[config.mk]
export PLATFORM = sky130hd
export DESIGN_NAME = cif_first_interrupt_output_ctrl
export DESIGN_NICKNAME = d
export VERILOG_FILES = /design/src/core/cif_pulse_gen.v /design/src/core/cif_first_interrupt_output_ctrl.v
export VERILOG_INCLUDE_DIRS = /design/src /design/src/inc
export SDC_FILE = /design/constraint.sdc
export NUM_CORES = 1
export LEC_CHECK = 0
export BUFFER_PORTS_ARGS = -buffer_cell sky130_fd_sc_hd__buf_4
export CORE_MARGIN = 8
export CORE_UTILIZATION = 45
export DETAILED_ROUTE_END_ITERATION = 10
export GPL_TIMING_DRIVEN = 1
export HOLD_SLACK_MARGIN = 0.15
export PLACE_DENSITY = 0.73
export SLEW_MARGIN = 40
export SYNTH_ARGS = -nofsm -noshare
export SYNTH_HDL_FRONTEND = slang
export SYNTH_HIERARCHICAL = 1
export SYNTH_SLANG_ARGS = --single-unit
[constraint.sdc]
create_clock -name clk_in -period 2.2 [get_ports clk_in]
set_input_delay 0.11 -clock clk_in [delete_from_list [all_inputs] [get_ports clk_in]]
set_output_delay 0.11 -clock clk_in [all_outputs]
set_load 0.05 [all_outputs]
[src/inc/cif_map.vh]
// offsets, field positions, reset values and timing counts of the first interrupt block
`ifndef CIF_MAP_VH
`define CIF_MAP_VH

// register offsets
`define CIF_DAC_STICKY_OFS      7'h2c
`define CIF_ADC_STICKY_OFS      7'h2d
`define CIF_DAC_LIVE_OFS        7'h2e
`define CIF_ADC_LIVE_OFS        7'h2f
`define CIF_CTRL_OFS            7'h30
`define CIF_SAR_CTRL_OFS        7'h32

// adc flag fields
`define CIF_ADC_AGC_NOISE_BIT   6
`define CIF_ADC_PORT_STD_BIT    4
`define CIF_ADC_PORT_AUX_BIT    3
`define CIF_ADC_DC_AVAIL_BIT    2

// dac flag fields
`define CIF_DAC_SHORT_L_BIT     7
`define CIF_DAC_SHORT_R_BIT     6
`define CIF_DAC_BUTTON_BIT      5
`define CIF_DAC_HEADSET_BIT     4
`define CIF_DAC_DRC_L_BIT       3
`define CIF_DAC_DRC_R_BIT       2
`define CIF_DAC_PORT_STD_BIT    1
`define CIF_DAC_PORT_AUX_BIT    0

// control fields
`define CIF_CTL_HEADSET_BIT     7
`define CIF_CTL_BUTTON_BIT      6
`define CIF_CTL_DRC_BIT         5
`define CIF_CTL_AGC_BIT         4
`define CIF_CTL_SHORT_BIT       3
`define CIF_CTL_ENGINE_BIT      2
`define CIF_CTL_DC_BIT          1
`define CIF_CTL_REPEAT_BIT      0

// reset values and bits that may be written in the adc flag registers
`define CIF_CTRL_RESET          8'h00
`define CIF_ADC_RW_MASK         8'ha3

// timing: pulse width and repeat period in microseconds, clock in kHz
`define CIF_CLK_KHZ             250000
`define CIF_PULSE_US            2000
`define CIF_PERIOD_US           4000
// the same figures in clock cycles, sized to the 20-bit timer parameters
`define CIF_PULSE_CYC           20'h7a120
`define CIF_PERIOD_CYC          20'hf4240

`endif

[src/core/cif_pulse_gen.v]
// pulse timer for the first interrupt output: single or repeating pulses
`timescale 1ns/1ps
`default_nettype none
module cif_pulse_gen #(
	parameter        CNT_W     = 20,
	parameter [19:0] PULSE_CYC = 20'd500000,
	parameter [19:0] PERIOD_CYC = 20'd1000000
) (
	input  wire       clk_in,
	input  wire       sys_rst_in,
	input  wire       trigger_in,
	input  wire       repeat_in,
	input  wire       stop_in,
	output wire       pulse_out,
	output wire       busy_out
);

	localparam [2:0] ST_IDLE = 3'b001;
	localparam [2:0] ST_HIGH = 3'b010;
	localparam [2:0] ST_LOW  = 3'b100;

	// last count of the high phase and of the period, kept at counter width
	localparam [CNT_W-1:0] CNT_ONE     = {{(CNT_W-1){1'b0}}, 1'b1};
	localparam [CNT_W-1:0] PULSE_LAST  = PULSE_CYC[CNT_W-1:0] - CNT_ONE;
	localparam [CNT_W-1:0] PERIOD_LAST = PERIOD_CYC[CNT_W-1:0] - CNT_ONE;

	reg [2:0]       state_reg;
	reg [2:0]       state_next;
	reg [CNT_W-1:0] cnt_reg;
	reg [CNT_W-1:0] cnt_next;
	reg             pend_reg;
	reg             pend_next;
	reg             out_reg;

	// pend remembers a repeat request until a host read raises stop_in
	always @* begin
		state_next = state_reg;
		cnt_next   = cnt_reg + CNT_ONE;
		pend_next  = pend_reg;
		if (stop_in)
			pend_next = 1'b0;
		case (state_reg)
			ST_IDLE: begin
				cnt_next = {CNT_W{1'b0}};
				if (trigger_in) begin
					state_next = ST_HIGH;
					pend_next  = repeat_in;
				end
			end
			ST_HIGH: begin
				if (cnt_reg == PULSE_LAST)
					state_next = ST_LOW;
			end
			ST_LOW: begin
				// in repeat mode a new event during the gap starts the next pulse on the period
				if (trigger_in && repeat_in)
					pend_next = 1'b1;
				if (cnt_reg == PERIOD_LAST) begin
					cnt_next   = {CNT_W{1'b0}};
					state_next = (pend_next && repeat_in) ? ST_HIGH : ST_IDLE;
				end else if (!repeat_in && !pend_reg) begin
					state_next = ST_IDLE;
				end
			end
			default: begin
				state_next = ST_IDLE;
				cnt_next   = {CNT_W{1'b0}};
				pend_next  = 1'b0;
			end
		endcase
	end

	// state registers; output taken from a flop
	always @(posedge clk_in) begin
		if (sys_rst_in) begin
			state_reg <= ST_IDLE;
			cnt_reg   <= {CNT_W{1'b0}};
			pend_reg  <= 1'b0;
			out_reg   <= 1'b0;
		end else begin
			state_reg <= state_next;
			cnt_reg   <= cnt_next;
			pend_reg  <= pend_next;
			out_reg   <= (state_next == ST_HIGH);
		end
	end

	assign pulse_out = out_reg;
	assign busy_out  = (state_reg != ST_IDLE);

endmodule
`default_nettype wire

[src/core/cif_first_interrupt_output_ctrl.v]
// interrupt flag registers and first interrupt output of the codec
`timescale 1ns/1ps
`include "cif_map.vh"
`default_nettype none

// Behaviour
// - adc sticky d6 latches when adc power falls below agc noise threshold.
// - sticky bits read-only, cleared by reading; dac bits and adc d6 set again only on recurrence, adc d4/d3 while the port output stays high.
// - adc sticky d4/d3 latch standard/auxiliary engine port outputs.
// - d2 of both adc registers shows dc measurement available; resets 0.
// - dac live d7/d6 show left/right driver short circuit.
// - dac live d5 button pressed, d4 headset inserted.
// - dac live d3/d2 show left/right power above drc threshold.
// - dac live d1/d0 reflect dac engine standard/auxiliary port outputs.
// - adc live d6 shows mono adc power below agc noise threshold.
// - adc live d4/d3 reflect adc engine ports without latching.
// - control d7..d3 enable headset, button, drc, agc, short sources; reset 0.
// - control d2 enables engine interrupt, d1 dc measurement available.
// - control d0 low gives one 2 ms high pulse per event.
// - control d0 high repeats 2 ms pulses every 4 ms until flags read.
// - the reads that stop repeating include the sticky dac flag register.
module cif_first_interrupt_output_ctrl #(
	parameter        CNT_W      = 20,
	parameter [19:0] PULSE_CYC  = `CIF_PULSE_CYC,
	parameter [19:0] PERIOD_CYC = `CIF_PERIOD_CYC
) (
	input  wire       clk_in,
	input  wire       sys_rst_in,
	input  wire [6:0] reg_addr_in,
	input  wire       reg_wr_in,
	input  wire       reg_rd_in,
	input  wire [7:0] reg_wdata_in,
	output wire [7:0] reg_rdata_out,
	input  wire       short_left_in,
	input  wire       short_right_in,
	input  wire       button_in,
	input  wire       headset_in,
	input  wire       drc_left_in,
	input  wire       drc_right_in,
	input  wire       dac_port_std_in,
	input  wire       dac_port_aux_in,
	input  wire       adc_agc_noise_in,
	input  wire       adc_port_std_in,
	input  wire       adc_port_aux_in,
	input  wire       dc_avail_in,
	output wire [7:0] dac_sticky_out,
	output wire       first_interrupt_output
);

	// the source levels come from analog detectors: two flops each
	reg [11:0] sync1_reg;
	reg [11:0] sync2_reg;
	reg [11:0] prev_reg;
	reg [7:0]  adc_sticky_reg;
	reg [7:0]  adc_sticky_next;
	reg [7:0]  dac_sticky_reg;
	reg [7:0]  dac_sticky_next;
	reg [7:0]  adc_rsv_reg;
	reg [7:0]  ctrl_reg;
	reg [7:0]  rdata_reg;
	reg [7:0]  rdata_next;

	wire [11:0] raw_src;
	wire [11:0] rise;
	wire [7:0]  dac_live;
	wire [7:0]  adc_live;
	wire        rd_dac_sticky;
	wire        rd_adc_sticky;
	wire        rd_sar;
	wire        trig;
	wire        stop;

	assign raw_src = {short_left_in, short_right_in, button_in, headset_in,
		drc_left_in, drc_right_in, dac_port_std_in, dac_port_aux_in,
		adc_agc_noise_in, adc_port_std_in, adc_port_aux_in, dc_avail_in};

	// synchroniser and edge history; edge logic reads only the second stage
	always @(posedge clk_in) begin
		if (sys_rst_in) begin
			sync1_reg <= 12'h000;
			sync2_reg <= 12'h000;
			prev_reg  <= 12'h000;
		end else begin
			sync1_reg <= raw_src;
			sync2_reg <= sync1_reg;
			prev_reg  <= sync2_reg;
		end
	end

	assign rise = sync2_reg & ~prev_reg;

	// live status views
	assign dac_live = sync2_reg[11:4];
	assign adc_live = {adc_rsv_reg[7], sync2_reg[3], adc_rsv_reg[5], sync2_reg[2],
		sync2_reg[1], sync2_reg[0], adc_rsv_reg[1:0]};

	assign rd_dac_sticky = reg_rd_in && (reg_addr_in == `CIF_DAC_STICKY_OFS);
	assign rd_adc_sticky = reg_rd_in && (reg_addr_in == `CIF_ADC_STICKY_OFS);
	assign rd_sar        = reg_rd_in && (reg_addr_in == `CIF_SAR_CTRL_OFS);

	// sticky flags: a read clears, but a new event in the same cycle wins
	always @* begin
		adc_sticky_next = adc_sticky_reg;
		dac_sticky_next = dac_sticky_reg;
		if (rd_adc_sticky)
			adc_sticky_next = 8'h00;
		if (rd_dac_sticky)
			dac_sticky_next = 8'h00;
		adc_sticky_next[`CIF_ADC_AGC_NOISE_BIT] =
			adc_sticky_next[`CIF_ADC_AGC_NOISE_BIT] | rise[3];
		adc_sticky_next[`CIF_ADC_PORT_STD_BIT] =
			adc_sticky_next[`CIF_ADC_PORT_STD_BIT] | sync2_reg[2];
		adc_sticky_next[`CIF_ADC_PORT_AUX_BIT] =
			adc_sticky_next[`CIF_ADC_PORT_AUX_BIT] | sync2_reg[1];
		// headset d4 latches on either insertion or removal
		dac_sticky_next = dac_sticky_next | (rise[11:4] & 8'hef) |
			{3'b000, (sync2_reg[8] ^ prev_reg[8]), 4'h0};
	end

	// sticky and control registers
	always @(posedge clk_in) begin
		if (sys_rst_in) begin
			adc_sticky_reg <= 8'h00;
			dac_sticky_reg <= 8'h00;
			adc_rsv_reg    <= 8'h00;
			ctrl_reg       <= `CIF_CTRL_RESET;
		end else begin
			adc_sticky_reg <= adc_sticky_next;
			dac_sticky_reg <= dac_sticky_next;
			if (reg_wr_in && (reg_addr_in == `CIF_CTRL_OFS))
				ctrl_reg <= reg_wdata_in;
			// host is expected to write zeros here; stored so they read back
			if (reg_wr_in && ((reg_addr_in == `CIF_ADC_STICKY_OFS) ||
					(reg_addr_in == `CIF_ADC_LIVE_OFS)))
				adc_rsv_reg <= reg_wdata_in & `CIF_ADC_RW_MASK;
		end
	end

	// read mux, registered so data outputs come from flops
	always @* begin
		case (reg_addr_in)
			`CIF_DAC_STICKY_OFS: rdata_next = dac_sticky_reg;
			`CIF_ADC_STICKY_OFS: rdata_next = {adc_rsv_reg[7],
				adc_sticky_reg[6], adc_rsv_reg[5], adc_sticky_reg[4:3],
				sync2_reg[0], adc_rsv_reg[1:0]};
			`CIF_DAC_LIVE_OFS:   rdata_next = dac_live;
			`CIF_ADC_LIVE_OFS:   rdata_next = adc_live;
			`CIF_CTRL_OFS:       rdata_next = ctrl_reg;
			default:             rdata_next = 8'h00;
		endcase
	end

	always @(posedge clk_in) begin
		if (sys_rst_in)
			rdata_reg <= 8'h00;
		else if (reg_rd_in)
			rdata_reg <= rdata_next;
	end

	// enabled source events; disabled sources never start a pulse
	assign trig =
		(ctrl_reg[`CIF_CTL_HEADSET_BIT] & (sync2_reg[8] ^ prev_reg[8])) |
		(ctrl_reg[`CIF_CTL_BUTTON_BIT]  & rise[9]) |
		(ctrl_reg[`CIF_CTL_DRC_BIT]     & (rise[7] | rise[6])) |
		(ctrl_reg[`CIF_CTL_AGC_BIT]     & rise[3]) |
		(ctrl_reg[`CIF_CTL_SHORT_BIT]   & (rise[11] | rise[10])) |
		(ctrl_reg[`CIF_CTL_ENGINE_BIT]  & (rise[5] | rise[4] | rise[2] | rise[1])) |
		(ctrl_reg[`CIF_CTL_DC_BIT]      & rise[0]);

	// a read of either sticky flag register or of the sar control register ends repeated pulsing
	assign stop = rd_dac_sticky | rd_adc_sticky | rd_sar;

	cif_pulse_gen #(
		.CNT_W      (CNT_W),
		.PULSE_CYC  (PULSE_CYC),
		.PERIOD_CYC (PERIOD_CYC)
	) u_pulse (
		.clk_in     (clk_in),
		.sys_rst_in (sys_rst_in),
		.trigger_in (trig),
		.repeat_in  (ctrl_reg[`CIF_CTL_REPEAT_BIT]),
		.stop_in    (stop),
		.pulse_out  (first_interrupt_output),
		.busy_out   ()
	);

	assign reg_rdata_out  = rdata_reg;
	assign dac_sticky_out = dac_sticky_reg;

endmodule
`default_nettype wire

Word level (Yosys, flattened, before mapping). Index checks and enable logic that the tools add are counted.

Reductions and logical operators: 11. Mux-type cells: 16. Bitwise logic cells: 28. Add/subtract/negate cells: 1. Eq/ne operators: 12.

Operator list (count): $eq 7x6->1 const B (6); $pmux 20 s2 (1); $pmux 8 s5 (1); $add 20x1->20 const B (1); $eq 20x19->1 const B (1); $eq 20x20->1 const B (1); $mux 20 (1); $or 1x1->1 (16); $and 12x12->12 (1); $mux 3 (4); $not 12->12 (1); $pmux 3 s3 (1); $logic_and 1x1->1 (8); $mux 8 (1); $or 8x5->8 (1); $or 8x8->8 (1); $and 1x1->1 (7); $mux 7 (1); $eq 3x2->1 const B (2); $mux 1 (4); $eq 3x1->1 const B (1); $eq 3x3->1 const B (1); $pmux 1 s3 (1); $logic_not 1->1 (2); other kinds (3) (3).

Word-level logic and storage cells: 80. Flip-flop bits (word level): 92. Input port bits: 31.

Logic depth before layout (Yosys ltp).
Depth in word-level cells: 17. Mapped depth: 9.

Modules after synthesis. Netlist, hierarchy kept.

Modules (own cells, without submodules): cif_first_interrupt_output_ctrl (cells each 254, instances 1, area each 2487.4 um^2); cif_pulse_gen (cells each 140, instances 1, area each 1203.7 um^2).

Worst setup path before layout. Ideal clock, no wire load.

Path kind: reg2reg. Start point: reg u_pulse.cnt_reg[0]. End point: reg u_pulse.cnt_reg[15]. Arrival: 1727 ps. Library setup time: 115 ps. Data required time: 2085 ps. Slack: 358 ps. Cell stages (with the launch flop): 8. Path buffers: 1. Clock period less this slack: 1842 ps. Path through: dfxtp_1 ha_1 and4_1 nand2_1 or4_4 o21ai_2 buf_6 nor2_1.

Word-level cells in the longest chain between the ends: 3. Elaborated cells on any way between the ends: 4.

RTL lines: from (decl) (RTL line cif_pulse_gen.v:29) `reg [CNT_W-1:0] cnt_reg;`; from (signal assigned) (RTL line cif_pulse_gen.v:77) `cnt_reg <= {CNT_W{1'b0}};`; from (signal assigned) (RTL line cif_pulse_gen.v:82) `cnt_reg <= cnt_next;`; $add 20x1->20 / $eq 20x20->1 (equally long branches) (RTL line cif_pulse_gen.v:38, cif_pulse_gen.v:58); $mux 20 (RTL line cif_pulse_gen.v:58) `if (cnt_reg == PERIOD_LAST) begin`; $pmux 20 s2 * (RTL line cif_pulse_gen.v:42) `case (state_reg)`.

Every way passes the cells marked *; elsewhere a longest branch is shown, timed or not. A chain may end at the register's enable or synchronous reset.

Final worst setup path.
Start point: reg u_pulse.cnt_reg[0]. End point: reg u_pulse.cnt_reg[10].

Same word-level chain as after synthesis.

==> impl_metrics.env <==
export IMPL_drv_cap=0
export IMPL_max_slew_margin_pct=54.8
export IMPL_timing_final_crit_share_pct=90.5
export IMPL_power_internal_mw=2.48
export IMPL_clock_path_buffers=2
export IMPL_finalWorstPathRequiredPeriod_ns=1.99
export IMPL_drive_above_1_share_pct=17.9
export IMPL_seqPwrFrac_pct=53.2
export IMPL_crit_type="flop to flop"
export IMPL_synth_nets=425
export IMPL_first_iter_violations=141
export IMPL_dieWidth_um=107
export IMPL_wl_per_cell_um=14.5
export IMPL_wl_met3_um=586
export IMPL_clkSlewWorstSetupHoldPaths_ns=0.09
export IMPL_critPathLaunchType="flop"
export IMPL_worst_slack_ns=0.208
export IMPL_syn_area_um2=3690
export IMPL_rsz0062_at_grt="false"
export IMPL_core_area_um2=8090
export IMPL_dieArea_um2=11300
export IMPL_first_global_vias=2879
export IMPL_p_switching_mw=0.762
export IMPL_ant_nets=0
export IMPL_areaGrowthSynthToFinish_pct=24.1
export IMPL_hp_class="primary input to flop"
export IMPL_setup_viol=0
export IMPL_finalHoldViolCount=0
export IMPL_portBuffers=47
export IMPL_avgSynthCellArea_um2=9.38
export IMPL_totalWireLength_um=8250
export IMPL_routed_via_density=5.23
export IMPL_ir_worst_vdd_mv=0.474
export IMPL_top_layer="met4"
export IMPL_drt_met1_wl_um=3600
export IMPL_cts_max_level=3
export IMPL_cts_buffers=9
export IMPL_dr_wl_met2_um=3960
export IMPL_tns_ns=0
export IMPL_critical_path_required_ns=2.45
export IMPL_grt_pass1_wl_um=14000
export IMPL_first_pass_iters=4
export IMPL_status="finished clean"
export IMPL_cts_sinks=92
export IMPL_ys_warn_count=6
export IMPL_dp_worst_setup_slack_ns=0.219
export IMPL_clk_latency_ns=0.36
export IMPL_worst_pin_slew_ns=0.677
export IMPL_final_util_pct=56.5
export IMPL_holdWs_ns=0.268
export IMPL_largest_reg_flops=20
export IMPL_leakagePower_nw=1.71
export IMPL_die_h_um=107
export IMPL_place_gp_congestion=0.818
export IMPL_ios=48
export IMPL_dpl_hpwl_um=5790
export IMPL_cp_startpoint="u_pulse/cnt_reg[0]"
export IMPL_antenna_found_initial=0
export IMPL_std_cell_rows=33
export IMPL_cts_root_buffer="clkbuf_8"
export IMPL_cts_tree="yes"
export IMPL_grt_total_usage_pct=15.2
export IMPL_crit_fanout=20
export IMPL_num_antenna_cells=0
export IMPL_combPwrFrac_pct=7.6
export IMPL_initial_core_util_pct=45.6
export IMPL_fin_nets=491
export IMPL_globalRoute_totalOverflow=0
export IMPL_critPathCaptureType="flop"
export IMPL_fmax_mhz=502
export IMPL_r2r_start="u_pulse/cnt_reg[0]"
export IMPL_grt_max_degree=68
export IMPL_power_frac_clock_pct=39.2
export IMPL_power_density_nw_per_um2=709
export IMPL_vias=2978
export IMPL_slew_violations=0
export IMPL_holdCritStartpoint="sys_rst_in"
export IMPL_route_detailed_drc=0
export IMPL_cp_arrival_ns=2.25
export IMPL_skew_ns=0.00877
export IMPL_syn_instance_count=393
export IMPL_switching_share_pct=23.5
==> critical path, cell delays in order, from the launching register on <==
cell	delay, ns
dfxtp_1	0.38
ha_1	0.22
and4_1	0.25
nand2_1	0.07
or4_4	0.56
o21ai_2	0.18
buf_12	0.17
nor2_1	0.06
==> cell type report <==
cell class	instances	area (µm²)
multi-input cells	277	1720
fillers	714	3520
clock buffers	9	124
inverters	5	18.8
clock inverters	7	106
flip-flops and latches	92	1840
well taps	105	131
repair buffers	74	631
==> power by group through the flow <==
stage | logic [mW] | clock network, mW | registers, mW
5_1_grt | 0.266 | 1.39 | 1.73
3_3_place_gp | 0.212 | 0 | 1.76
2_1_floorplan | 0.0923 | 0 | 1.80
3_5_place_dp | 0.216 | 0 | 1.77
6_report | 0.247 | 1.27 | 1.73
4_1_cts | 0.248 | 1.31 | 1.73
==> cells in the final DEF, fill, tap and decap left out, types with 5 or more instances in the layout <==
cell type / count
dfxtp_1: 92
buf_4: 48
nor2b_1: 46
nor2_1: 41
nand2_1: 32
nand3_1: 28
dlygate4sd3_1: 25
a21oi_1: 21
xor2_1: 14
o21ai_0: 10
clkbuf_8: 9
nand2b_1: 7
mux2_2: 6
a21oi_2: 6
xnor2_1: 6
inv_1: 5
nand4_1: 5
==> stage by stage <==
step                cells  instance area [µm²]  power (mW)
detailed placement    528                 4100        1.98
CTS                   569                 4580        3.29
finish                569                 4580        3.25
global route          569                 4580        3.38
global placement      528                 4100        1.97
floorplan             393                 3690        1.89
==> timing repair <==
action                                 CTS  global route
setup buffers                            0             0
endpoints found under the hold margin   27             0
resized for setup                        0             0
hold buffers                            25             0
==> per-layer routing <==
| layer | global-route usage (%) | vias to the layer above |
|---|---|---|
| li1 | - | 1485 |
| met1 | 18.6 | 1396 |
| met2 | 24.7 | 89 |
| met3 | 4.90 | 8 |
| met4 | 5.33 | 0 |
| met5 | 0 | - |
==> path summary, 6_finish.rpt <==
check | endpoint | slack (ns) | depth (start not counted)
min | u_pulse/pend_reg | 0.27 | 2
max | u_pulse/cnt_reg[10] | 0.21 | 7
max reg2reg | u_pulse/cnt_reg[10] | 0.21 | 7
min reg2reg | sync2_reg[0] | 0.45 | 1
Note: power is estimated with default switching activity, not from simulation.
